===== config.mk =====
export PLATFORM = sky130hd
export DESIGN_NAME = tws_slave
export DESIGN_NICKNAME = d
export VERILOG_FILES = /design/src/tws_pkg.sv /design/src/tws_slave.sv
export SDC_FILE = /design/constraint.sdc
export NUM_CORES = 1
export LEC_CHECK = 0
export ABC_AREA = 1
export BUFFER_PORTS_ARGS = -buffer_cell sky130_fd_sc_hd__buf_2
export CAP_MARGIN = 20
export CORE_MARGIN = 1
export CORE_UTILIZATION = 54
export CTS_CLUSTER_SIZE = 20
export DETAILED_ROUTE_END_ITERATION = 6
export GPL_ROUTABILITY_DRIVEN = 0
export PLACE_DENSITY = 0.92
export REMOVE_ABC_BUFFERS = 1
export SETUP_SLACK_MARGIN = 0.05
export SLEW_MARGIN = 5
export SYNTH_ARGS = -nofsm -noshare
export SYNTH_HDL_FRONTEND = slang
export SYNTH_SLANG_ARGS = --single-unit
export TNS_END_PERCENT = 30

===== constraint.sdc =====
create_clock -name clk_i -period 2.1 [get_ports clk_i]
set_clock_uncertainty 0.15 [all_clocks]
set_input_delay 0.42 -clock clk_i [delete_from_list [all_inputs] [get_ports clk_i]]
set_output_delay 0.42 -clock clk_i [all_outputs]
set_load 0.02 [all_outputs]

===== src/tws_pkg.sv =====
// Shared constants, register layout and types of the two-wire slave block
package tws_pkg;

    // Register byte offsets on the Wishbone bus
    localparam logic [4:0] OFS_OWN_ADDR = 5'h00;
    localparam logic [4:0] OFS_CTRL = 5'h04;
    localparam logic [4:0] OFS_STATUS = 5'h08;
    localparam logic [4:0] OFS_DATA = 5'h0c;

    // Reset values
    localparam logic [7:0] OWN_ADDR_RST = 8'h00;
    localparam logic [7:0] CTRL_RST = 8'h00;
    localparam logic [7:0] DATA_RST = 8'hff;

    // Status codes, prescaler bits always zero
    localparam logic [7:0] ST_IDLE = 8'hf8;
    localparam logic [7:0] ST_SR_OWN = 8'h60;
    localparam logic [7:0] ST_SR_ARB_OWN = 8'h68;
    localparam logic [7:0] ST_SR_GC = 8'h70;
    localparam logic [7:0] ST_SR_ARB_GC = 8'h78;
    localparam logic [7:0] ST_SR_DATA_ACK = 8'h80;
    localparam logic [7:0] ST_SR_DATA_NACK = 8'h88;
    localparam logic [7:0] ST_GC_DATA_ACK = 8'h90;
    localparam logic [7:0] ST_GC_DATA_NACK = 8'h98;
    localparam logic [7:0] ST_SR_STOP = 8'ha0;
    localparam logic [7:0] ST_ST_OWN = 8'ha8;
    localparam logic [7:0] ST_ST_ARB_OWN = 8'hb0;
    localparam logic [7:0] ST_ST_DATA_ACK = 8'hb8;
    localparam logic [7:0] ST_ST_DATA_NACK = 8'hc0;
    localparam logic [7:0] ST_ST_LAST_ACK = 8'hc8;

    // Bus framing
    localparam logic [6:0] GEN_CALL_ADDR = 7'h00;
    localparam logic [3:0] BYTE_BITS = 4'h8;
    localparam logic [3:0] ACK_BIT = 4'h9;

    // Control register layout, bit 7 down to bit 0
    typedef struct packed {
        logic flag;
        logic ack_en;
        logic start_req;
        logic stop_req;
        logic wcol;
        logic en;
        logic rsvd;
        logic ie;
    } tws_ctrl_s;

endpackage


===== src/tws_slave.sv =====
// Two-wire bus slave with receive and transmit modes behind a Wishbone register file
`timescale 1ns/1ps
// Function
// - After general-call data ACKed, next byte gets ACK if acknowledge_enable, else NACK.
// - After general-call data NACKed, clearing the flag drops to not-addressed mode.
// - Not-addressed with acknowledge_enable zero: no own or general call recognition.
// - With acknowledge_enable one: own address matched, general call only if enabled.
// - Pending start_request leaving slave mode sends START once the bus is free.
// - STOP or repeated START while addressed in receive mode reports stop status, then drops out.
// - Match upper seven own-address bits; general call needs own-address bit zero set.
// - Matched address with read bit enters transmit, otherwise receive mode.
// - After own address and direction, flag sets with a valid status code.
// - Arbitration lost then addressed for read enters transmit with its status.
// - Acknowledge_enable cleared during transmit makes the current byte the last.
// - After last byte, NACK or ACK status follows the master's response.
// - After last byte, drop to not-addressed and keep SDA released.
// - Acknowledge_enable zero isolates; setting it resumes address recognition anytime.
// - In deep sleep with acknowledge_enable, address match still happens and wakes.
// - After wake-up match, SCL stays low until software clears the flag.
// - Own read address: ACK, report status, send loaded byte, last if acknowledge off.
// - Transmitted byte ACKed by master: report status, then send next loaded byte.
module tws_slave
    import tws_pkg::*;
(
    input wire logic clk_i,
    input wire logic rst_i,
    input wire logic wb_cyc_i,
    input wire logic wb_stb_i,
    input wire logic wb_we_i,
    input wire logic [4:0] wb_adr_i,
    input wire logic [3:0] wb_sel_i,
    input wire logic [31:0] wb_dat_i,
    output logic [31:0] wb_dat_o,
    output logic wb_ack_o,
    input wire logic scl_i,
    output logic scl_o,
    output logic scl_oe_o,
    input wire logic sda_i,
    output logic sda_o,
    output logic sda_oe_o,
    input wire logic arb_lost_i,
    input wire logic sleep_i,
    output logic wake_o,
    output logic master_start_o,
    output logic irq_o
);
    typedef enum logic [2:0] {S_IDLE, S_ADDR, S_RX, S_TX, S_HOLD} tws_state_e;
    tws_state_e state_r;
    tws_ctrl_s ctrl_r;
    tws_ctrl_s ctrl_rd;
    logic [7:0] own_addr_r, status_r, data_r, shift_r, tx_shift_r, rd_c;
    logic [3:0] cnt_r;
    logic flag_r, wcol_r, is_tx_r, is_gc_r, arb_r, ack_send_r, last_r, m_ack_r, done_r;
    logic start_pending_r, bus_busy_r;
    logic scl_meta_r, scl_sync_r, scl_prev_r, sda_meta_r, sda_sync_r, sda_prev_r;
    logic scl_rise_c, scl_fall_c, start_det_c, stop_det_c, own_hit_c, gc_hit_c;
    logic wb_req_c, wr_c, flag_clr_c, start_go_c;
    // Open-drain pins only ever pull low
    assign scl_o = 1'b0;
    assign sda_o = 1'b0;
    // Pin synchronisers and one-cycle history for edge detection
    always_ff @(posedge clk_i) begin
        if (rst_i) begin
            scl_meta_r <= 1'b1;
            scl_sync_r <= 1'b1;
            scl_prev_r <= 1'b1;
            sda_meta_r <= 1'b1;
            sda_sync_r <= 1'b1;
            sda_prev_r <= 1'b1;
        end else begin
            scl_meta_r <= scl_i;
            scl_sync_r <= scl_meta_r;
            scl_prev_r <= scl_sync_r;
            sda_meta_r <= sda_i;
            sda_sync_r <= sda_meta_r;
            sda_prev_r <= sda_sync_r;
        end
    end
    assign scl_rise_c = scl_sync_r & ~scl_prev_r;
    assign scl_fall_c = ~scl_sync_r & scl_prev_r;
    assign start_det_c = scl_sync_r & scl_prev_r & sda_prev_r & ~sda_sync_r;
    assign stop_det_c = scl_sync_r & scl_prev_r & ~sda_prev_r & sda_sync_r;
    // Address recognition, gated by acknowledge enable
    assign own_hit_c = ctrl_r.ack_en && (shift_r[6:0] == own_addr_r[7:1]);
    assign gc_hit_c = ctrl_r.ack_en && own_addr_r[0] && (shift_r[6:0] == GEN_CALL_ADDR)
        && !sda_sync_r;
    // Wishbone decode
    assign wb_req_c = wb_cyc_i & wb_stb_i & ~wb_ack_o;
    assign wr_c = wb_req_c & wb_we_i & wb_sel_i[0];
    assign flag_clr_c = wr_c && (wb_adr_i == OFS_CTRL) && wb_dat_i[7];
    assign start_go_c = start_pending_r & ~bus_busy_r;
    always_comb begin
        ctrl_rd = ctrl_r;
        ctrl_rd.flag = flag_r;
        ctrl_rd.wcol = wcol_r;
        unique case (wb_adr_i)
            OFS_OWN_ADDR: rd_c = own_addr_r;
            OFS_CTRL: rd_c = ctrl_rd;
            OFS_STATUS: rd_c = flag_r ? status_r : ST_IDLE;
            OFS_DATA: rd_c = data_r;
            default: rd_c = 8'h00;
        endcase
    end
    // Bus slave answer, one wait state
    always_ff @(posedge clk_i) begin
        if (rst_i) begin
            wb_ack_o <= 1'b0;
            wb_dat_o <= 32'h0000_0000;
        end else begin
            wb_ack_o <= wb_req_c;
            wb_dat_o <= wb_req_c ? {24'h00_0000, rd_c} : 32'h0000_0000;
        end
    end
    // Software-owned registers
    always_ff @(posedge clk_i) begin
        if (rst_i) begin
            own_addr_r <= OWN_ADDR_RST;
            ctrl_r <= CTRL_RST;
        end else begin
            if (wr_c && wb_adr_i == OFS_OWN_ADDR) begin
                own_addr_r <= wb_dat_i[7:0];
            end
            if (wr_c && wb_adr_i == OFS_CTRL) begin
                ctrl_r <= wb_dat_i[7:0];
                ctrl_r.flag <= 1'b0;
                ctrl_r.wcol <= 1'b0;
                ctrl_r.rsvd <= 1'b0;
            end
            if (start_go_c) begin
                ctrl_r.start_req <= 1'b0;
            end
        end
    end
    // Bus-facing state machine, flag, status and data byte
    always_ff @(posedge clk_i) begin
        if (rst_i) begin
            state_r <= S_IDLE;
            status_r <= ST_IDLE;
            data_r <= DATA_RST;
            shift_r <= 8'h00;
            tx_shift_r <= 8'hff;
            cnt_r <= 4'h0;
            flag_r <= 1'b0;
            wcol_r <= 1'b0;
            is_tx_r <= 1'b0;
            is_gc_r <= 1'b0;
            arb_r <= 1'b0;
            ack_send_r <= 1'b0;
            last_r <= 1'b0;
            m_ack_r <= 1'b0;
            done_r <= 1'b0;
            start_pending_r <= 1'b0;
            bus_busy_r <= 1'b0;
            sda_oe_o <= 1'b0;
            scl_oe_o <= 1'b0;
            wake_o <= 1'b0;
        end else begin
            if (flag_clr_c) begin
                flag_r <= 1'b0;
            end
            if (wr_c && wb_adr_i == OFS_DATA) begin
                if (flag_r) begin
                    data_r <= wb_dat_i[7:0];
                    wcol_r <= 1'b0;
                end else begin
                    wcol_r <= 1'b1;
                end
            end
            if (start_go_c) begin
                start_pending_r <= 1'b0;
            end
            if (start_det_c) begin
                bus_busy_r <= 1'b1;
            end else if (stop_det_c) begin
                bus_busy_r <= 1'b0;
            end
            if (!sleep_i) begin
                wake_o <= 1'b0;
            end
            if (!ctrl_r.en) begin
                state_r <= S_IDLE;
                sda_oe_o <= 1'b0;
                scl_oe_o <= 1'b0;
            end else if ((start_det_c || stop_det_c) && state_r != S_HOLD) begin
                if (state_r == S_RX) begin
                    flag_r <= 1'b1;
                    status_r <= ST_SR_STOP;
                    start_pending_r <= ctrl_r.start_req;
                end
                state_r <= start_det_c ? S_ADDR : S_IDLE;
                cnt_r <= 4'h0;
                sda_oe_o <= 1'b0;
            end else begin
                unique case (state_r)
                    S_IDLE: sda_oe_o <= 1'b0;
                    S_ADDR: begin
                        if (scl_rise_c) begin
                            shift_r <= {shift_r[6:0], sda_sync_r};
                            cnt_r <= cnt_r + 4'h1;
                            if (cnt_r == BYTE_BITS - 4'h1) begin
                                if (own_hit_c || gc_hit_c) begin
                                    is_tx_r <= own_hit_c && sda_sync_r;
                                    is_gc_r <= gc_hit_c && !own_hit_c;
                                    arb_r <= arb_lost_i;
                                    if (sleep_i) begin
                                        wake_o <= 1'b1;
                                    end
                                end else begin
                                    state_r <= S_IDLE;
                                end
                            end
                        end
                        if (scl_fall_c && cnt_r == BYTE_BITS) begin
                            sda_oe_o <= 1'b1;
                        end
                        if (scl_fall_c && cnt_r == ACK_BIT) begin
                            sda_oe_o <= 1'b0;
                            flag_r <= 1'b1;
                            scl_oe_o <= 1'b1;
                            done_r <= 1'b0;
                            cnt_r <= 4'h0;
                            state_r <= S_HOLD;
                            if (is_tx_r) begin
                                status_r <= arb_r ? ST_ST_ARB_OWN : ST_ST_OWN;
                            end else if (is_gc_r) begin
                                status_r <= arb_r ? ST_SR_ARB_GC : ST_SR_GC;
                            end else begin
                                status_r <= arb_r ? ST_SR_ARB_OWN : ST_SR_OWN;
                            end
                        end
                    end
                    S_RX: begin
                        if (cnt_r < BYTE_BITS) begin
                            ack_send_r <= ctrl_r.ack_en;
                        end
                        if (scl_rise_c) begin
                            shift_r <= (cnt_r < BYTE_BITS) ? {shift_r[6:0], sda_sync_r} : shift_r;
                            cnt_r <= cnt_r + 4'h1;
                        end
                        if (scl_fall_c && cnt_r == BYTE_BITS) begin
                            sda_oe_o <= ack_send_r;
                        end
                        if (scl_fall_c && cnt_r == ACK_BIT) begin
                            sda_oe_o <= 1'b0;
                            data_r <= shift_r;
                            flag_r <= 1'b1;
                            scl_oe_o <= 1'b1;
                            done_r <= !ack_send_r;
                            cnt_r <= 4'h0;
                            state_r <= S_HOLD;
                            if (is_gc_r) begin
                                status_r <= ack_send_r ? ST_GC_DATA_ACK : ST_GC_DATA_NACK;
                            end else begin
                                status_r <= ack_send_r ? ST_SR_DATA_ACK : ST_SR_DATA_NACK;
                            end
                        end
                    end
                    S_TX: begin
                        if (!ctrl_r.ack_en) begin
                            last_r <= 1'b1;
                        end
                        if (scl_rise_c) begin
                            cnt_r <= cnt_r + 4'h1;
                            if (cnt_r == BYTE_BITS) begin
                                m_ack_r <= !sda_sync_r;
                            end
                        end
                        if (scl_fall_c && cnt_r > 4'h0 && cnt_r < BYTE_BITS) begin
                            tx_shift_r <= {tx_shift_r[6:0], 1'b1};
                            sda_oe_o <= !tx_shift_r[6];
                        end
                        if (scl_fall_c && cnt_r == BYTE_BITS) begin
                            sda_oe_o <= 1'b0;
                        end
                        if (scl_fall_c && cnt_r == ACK_BIT) begin
                            flag_r <= 1'b1;
                            scl_oe_o <= 1'b1;
                            cnt_r <= 4'h0;
                            state_r <= S_HOLD;
                            done_r <= !m_ack_r || last_r;
                            if (!m_ack_r) begin
                                status_r <= ST_ST_DATA_NACK;
                            end else if (last_r) begin
                                status_r <= ST_ST_LAST_ACK;
                            end else begin
                                status_r <= ST_ST_DATA_ACK;
                            end
                        end
                    end
                    S_HOLD: begin
                        if (!flag_r) begin
                            scl_oe_o <= 1'b0;
                            if (done_r) begin
                                state_r <= S_IDLE;
                                sda_oe_o <= 1'b0;
                                start_pending_r <= ctrl_r.start_req;
                            end else if (is_tx_r) begin
                                state_r <= S_TX;
                                tx_shift_r <= data_r;
                                sda_oe_o <= !data_r[7];
                                last_r <= !ctrl_r.ack_en;
                            end else begin
                                state_r <= S_RX;
                                ack_send_r <= ctrl_r.ack_en;
                            end
                        end
                    end
                endcase
            end
        end
    end
    // Start request and interrupt request outputs
    always_ff @(posedge clk_i) begin
        if (rst_i) begin
            master_start_o <= 1'b0;
            irq_o <= 1'b0;
        end else begin
            master_start_o <= start_go_c;
            irq_o <= flag_r & ctrl_r.ie;
        end
    end
endmodule


==> results.json, run 1 <==
{
  "status": "completed",
  "cts-root-buf": "clkbuf_8",
  "switching_power_uw": 695,
  "ant_nets": 0,
  "ys_ff_latch": 79,
  "clock_latency_ps": 370,
  "p_comb_frac": 0.057,
  "holdCritPathClass": "in -> reg",
  "row_count": 31,
  "avgSynthCellArea_um2": 7.18,
  "internal-power_uw": 2080,
  "htreeDepth": 3,
  "arrival_ps": 2160,
  "cts_buffers": 9,
  "cts_tree": "done",
  "fmax_mhz": 501,
  "grt.overflow.total": 0,
  "io_pins": 90,
  "antenna_found_initial": 0,
  "swShare": 0.251,
  "fin_util": 0.620,
  "slew_viol_final": 0,
  "finalNetCount": 657,
  "finalPower_uw": 2770,
  "drv_cap": 0,
  "rsz0062_at_grt": "yes",
  "crit_type": "reg -> reg",
  "synth_flop_cell": "dfxtp_1",
  "syn_area_um2": 4030,
  "power.share.sequential": 0.544,
  "start_util": 0.558,
  "dieWidth_um": 88.4,
  "p_per_area_nw_per_um2": 619,
  "dieHeight_um": 88.4,
  "peakVddDrop_v": 0.000445,
  "cts_buffer_depth": 2,
  "filler_cell_count": 601,
  "synth-async-reset-ratio": 0,
  "cp-end-kind": "register",
  "finalHoldViolations": 0,
  "yosysSeqAreaShare": 0.393,
  "gr-usage-all-layers": 0.268,
  "cellLeakagePower_uw": 0.00203,
  "grt_start_max_net_pins": 48,
  "clkPwrFrac": 0.399,
  "min_period_ps": 1990,
  "vias": 3967,
  "synth_cell_types": 39,
  "synth_edf_count": 0,
  "synth_cells": 561,
  "grt_pass1_wl_mm": 16.0,
  "setup_viol": 0,
  "dpl.hpwl_mm": 7.19,
  "timing.reg2reg.worst_path_depth": 7,
  "setup_tns_ps": 0,
  "cts_sinks": 79,
  "crit_path_start_kind": "register",
  "clkTransAtPathRegs_ps": 80,
  "antenna_cells": 0,
  "drtPass1Iterations": 7,
  "crit_fanout": 5,
  "portBuffers": 36,
  "coreArea_um2": 7210,
  "wl_mm": 10.0,
  "grt_pass1_vias": 3475,
  "vias_per_cell": 5.60,
  "areaGrowthSynthToFinish_pct": 11.1,
  "drive_above_1_share": 0.166,
  "drc_errors": 0,
  "yosysWarnings": 0,
  "worstPathRequired_ps": 2270,
  "routedWlPerCell_um": 14.2,
  "fin_crit_sh": 0.950,
  "min_path_cells": 2,
  "drtIter0Drc": 467,
  "die_area_um2": 7810
}
metrics by stage:
stage               hold slack (ps)  area [um^2]  instances  worst slack [ps]
finish                         71.0         4480        708               106
global route                   75.5         4480        708              36.3
CTS                            73.5         4440        708              95.9
detailed placement              247         4250        692               118
global placement                241         4250        692               190
floorplan                       239         3860        547               147
cell usage in the layout, fill, tap and decap left out, types with 4 or more instances in the layout:
cell type,n
a211oi_1,4
a21oi_1,42
buf_2,36
buf_4,9
clkbuf_8,12
conb_1,26
dfxtp_1,78
inv_1,70
inv_2,8
nand2_1,117
nand3_1,27
nand3_4,4
nand4_1,6
nor2_1,48
nor3_1,8
o211ai_1,24
o21ai_0,40
o21ai_2,4
or2_2,6
cell usage after synthesis, types with 7 or more instances:
cell type / n / area, um^2
nor3_1: 8 / 40.0
nor2_1: 48 / 180
dfxtp_1: 79 / 1580
o211ai_1: 24 / 180
nand2_1: 117 / 439
o21ai_0: 41 / 205
buf_4: 27 / 203
clkbuf_1: 8 / 30.0
nand3_1: 28 / 140
a21oi_1: 42 / 210
inv_1: 71 / 267
inv_2: 7 / 26.3
state kept, by name, summed over array words and instances (netlist names), 3 cells and up:
register and count:
cnt_r 4, ctrl_r 5, data_r 8, own_addr_r 8, shift_r 8, state_r 3, status_r 5, tx_shift_r 7
wb_dat_o 8
routing by layer:
layer | global-route usage | wire, um
met3 | 0.0569 | 900
met4 | 0.147 | 524
met1 | 0.324 | 4000
met2 | 0.445 | 4620
met5 | 0 | 0
power groups by stage:
stage	clock network (uW)	logic (uW)	registers, uW
4_1_cts	1110	156	1510
2_1_floorplan	0	98.5	1540
3_3_place_gp	0	151	1540
6_report	1100	159	1510
5_1_grt	1170	176	1510
3_5_place_dp	0	155	1540
repair_timing:
item                       in CTS  in global routing
hold buffers                    0                  0
resized for setup               0                  8
setup endpoints to repair       0                 35
buffers inserted                0                  0
path summary, 6_finish.rpt:
kind	startpoint	end	slack [ps]
min reg2reg	scl_meta_r	scl_sync_r	260
max reg2reg	scl_sync_r	arb_r	110
min	scl_i	scl_meta_r	70
max	scl_sync_r	arb_r	110
logic make-up after synthesis:
family,after synthesis,share of synthesized area
AOI/OAI and AO/OA,130,0.192
adders and majority gates,3,0.00932
buffers and inverters,118,0.140
DFF,79,0.393
other,1,0.000931
and+or+nand+nor,230,0.265
worst max-delay path: stages (launching register included):
cell     delay, ps
dfxtp_1        360
inv_1           60
nor2_1         320
nand3_1        220
nor3_1         260
nand2_1        190
a21oi_1        230
o21a_1         150
area by class of cell:
type	count	area [um^2]	share of cell area
Multi-Input combinational cell	389	2010	0.449
Clock inverter	3	25.0	0.00559
Inverter	79	299	0.0668
Timing Repair Buffer	46	268	0.0598
Clock buffer	13	169	0.0377
Sequential cell	79	1580	0.354
Tap cell	99	124	0.0277
Note: power is estimated with default switching activity, not from simulation.
==> run 2, diff against run 1 <==
--- a/config.mk
+++ b/config.mk
@@ -13,8 +13,7 @@
 export CTS_CLUSTER_SIZE = 20
 export DETAILED_ROUTE_END_ITERATION = 6
 export GPL_ROUTABILITY_DRIVEN = 0
-export PLACE_DENSITY = 0.92
-export REMOVE_ABC_BUFFERS = 1
+export PLACE_DENSITY = 0.8
 export SETUP_SLACK_MARGIN = 0.05
 export SLEW_MARGIN = 5
 export SYNTH_ARGS = -nofsm -noshare
==> run 2 against run 1 <==
Sequential cell count is the same. Clock power increased by 4%. Die area did not move. Wire length decreased by 0.83%. Worst hold slack better by 27 ps. Sequential power barely moved. First-iteration DRC count down 49%. Critical path type unchanged. Largest cell class unchanged. Largest power group unchanged.
==> results.json, run 2 (synthesis results as in run 1) <==
{
  "p_per_area_nw_per_um2": 627,
  "grt_pass1_vias": 3268,
  "coreArea_um2": 7210,
  "slew-limit-headroom": 0.660,
  "antenna_cells": 0,
  "p_comb_frac": 0.056,
  "vias": 3786,
  "grt_pass1_wl_mm": 15.4,
  "status": "completed",
  "antenna_found_initial": 0,
  "hold_path.startpoint": "scl_i",
  "timing.reg2reg.worst_path_depth": 10,
  "fin_crit_sh": 0.942,
  "place_area_um2": 4240,
  "setup_viol": 0,
  "crit_path_start_kind": "register",
  "crit_type": "reg -> reg",
  "tightestPinTransition_ps": 504,
  "areaGrowthSynthToFinish_pct": 11.0,
  "gr-usage-all-layers": 0.262,
  "ant_nets": 0,
  "cts_sinks": 79,
  "io_pins": 90,
  "row_count": 31,
  "reg2reg_from": "state_r[0]",
  "vias_per_cell": 5.34,
  "die_area_um2": 7810,
  "min_period_ps": 1980,
  "ctsHoldBuffers": 0,
  "drc_errors": 0,
  "mostFrequentLayoutCells": "nand2_1 (117), dfxtp_1 (79), inv_1 (71)",
  "finalHoldViolations": 0,
  "drtIter0Drc": 240,
  "cp-end-kind": "register",
  "finish.instance_area_um2": 4470,
  "crit_fanout": 9,
  "htreeDepth": 3,
  "min_path_cells": 2,
  "dieHeight_um": 88.4,
  "slew_viol_final": 0,
  "whs_endpoint": "scl_meta_r",
  "fin_util": 0.620,
  "start_util": 0.558,
  "rsz0062_at_grt": "yes",
  "drv_cap": 0,
  "filler_cell_count": 693,
  "drtPass1Iterations": 5,
  "finalNetCount": 658,
  "internal-power_uw": 2120,
  "drive_above_1_share": 0.162,
  "wl_mm": 9.96,
  "regToRegEndpoint": "state_r[0]",
  "arrival_ps": 2130,
  "cts_tree": "done",
  "holdCritPathClass": "in -> reg",
  "grt.overflow.total": 0,
  "clock_latency_ps": 360,
  "dieWidth_um": 88.4,
  "dpl.hpwl_mm": 7.37,
  "pre_cts_slack_ps": 71.7,
  "swShare": 0.242,
  "power.share.sequential": 0.538,
  "routedWlPerCell_um": 14.1,
  "worstPathRequired_ps": 2250,
  "setup_tns_ps": 0,
  "clkPwrFrac": 0.406,
  "clkTransAtPathRegs_ps": 90,
  "cts-root-buf": "clkbuf_8",
  "post_cts_buffers": 0,
  "ff2ff_setup_slack_ps": 120,
  "peakVddDrop_v": 0.000339,
  "cts_buffers": 9,
  "portBuffers": 36,
  "cellLeakagePower_uw": 0.00203,
  "cts_buffer_depth": 2,
  "setup_slack_ps": 122,
  "fmax_mhz": 506,
  "grt_start_max_net_pins": 48,
  "final_common_cell": "nand2_1",
  "switching_power_uw": 679
}
==> run 2: cell types whose count changed in the layout (fill, tap and decap cells not counted), sizes merged <==
cell / before / now
buf: 46 / 47
bufinv: 0 / 1
clkbuf: 13 / 11
clkinvlp: 1 / 3
inv: 80 / 79
==> run 2: timing repair <==
action,4_1_cts,5_1_grt
endpoints found under the hold margin,0,0
resized for setup,1,3
pin swaps,0,1
setup endpoints to repair,2,20
==> run 2: power by group through the flow <==
stage | registers (uW) | logic (uW) | clock network [uW]
4_1_cts | 1510 | 154 | 1150
5_1_grt | 1510 | 171 | 1200
3_3_place_gp | 1540 | 151 | 0
3_5_place_dp | 1540 | 153 | 0
6_report | 1510 | 156 | 1140
2_1_floorplan | 1540 | 143 | 0
==> run 2: worst max-delay path: stages (launching register included) <==
cell,delay (ps)
dfxtp_1,490
inv_4,100
nand3_4,150
inv_2,100
nand2_1,260
nand2_1,130
nor2_2,170
nand3_1,140
nand2_1,80
inv_1,40
nor2_1,100
==> run 2: metrics by stage <==
stage	power [uW]	instances	hold WS (ps)
2_1_floorplan	1690	586	239
3_5_place_dp	1700	693	245
4_1_cts	2810	709	97.3
6_report	2800	709	97.5
3_3_place_gp	1690	693	242
5_1_grt	2880	709	96.8
==> run 2: cell type report <==
cell class / instances / area, um^2 / area share
repair buffers: 47 / 263 / 0.0588
clock inverters: 5 / 57.6 / 0.0129
well taps: 99 / 124 / 0.0277
flip-flops and latches: 79 / 1580 / 0.354
inverters: 79 / 299 / 0.0669
clock buffers: 11 / 141 / 0.0316
multi-input cells: 389 / 2000 / 0.448
==> run 2: how the worst max path moves through the flow <==
stage / startpoint / end / slack, ps / cells after the start
after floorplan: wb_adr_i[1] / own_addr_r[1] / 350 / 6
after global placement: state_r[0] / data_r[5] / 140 / 8
after detailed placement: state_r[0] / data_r[5] / 70 / 8
after CTS: state_r[0] / tx_shift_r[6] / 60 / 8
after global routing: state_r[0] / data_r[2] / 20 / 8
final: state_r[0] / state_r[0] / 120 / 10
==> run 2: layer usage <==
metal / routed length (um) / global-route usage
met5: 0 / 0
met4: 289 / 0.123
met3: 657 / 0.0550
met2: 4840 / 0.440
met1: 4170 / 0.320
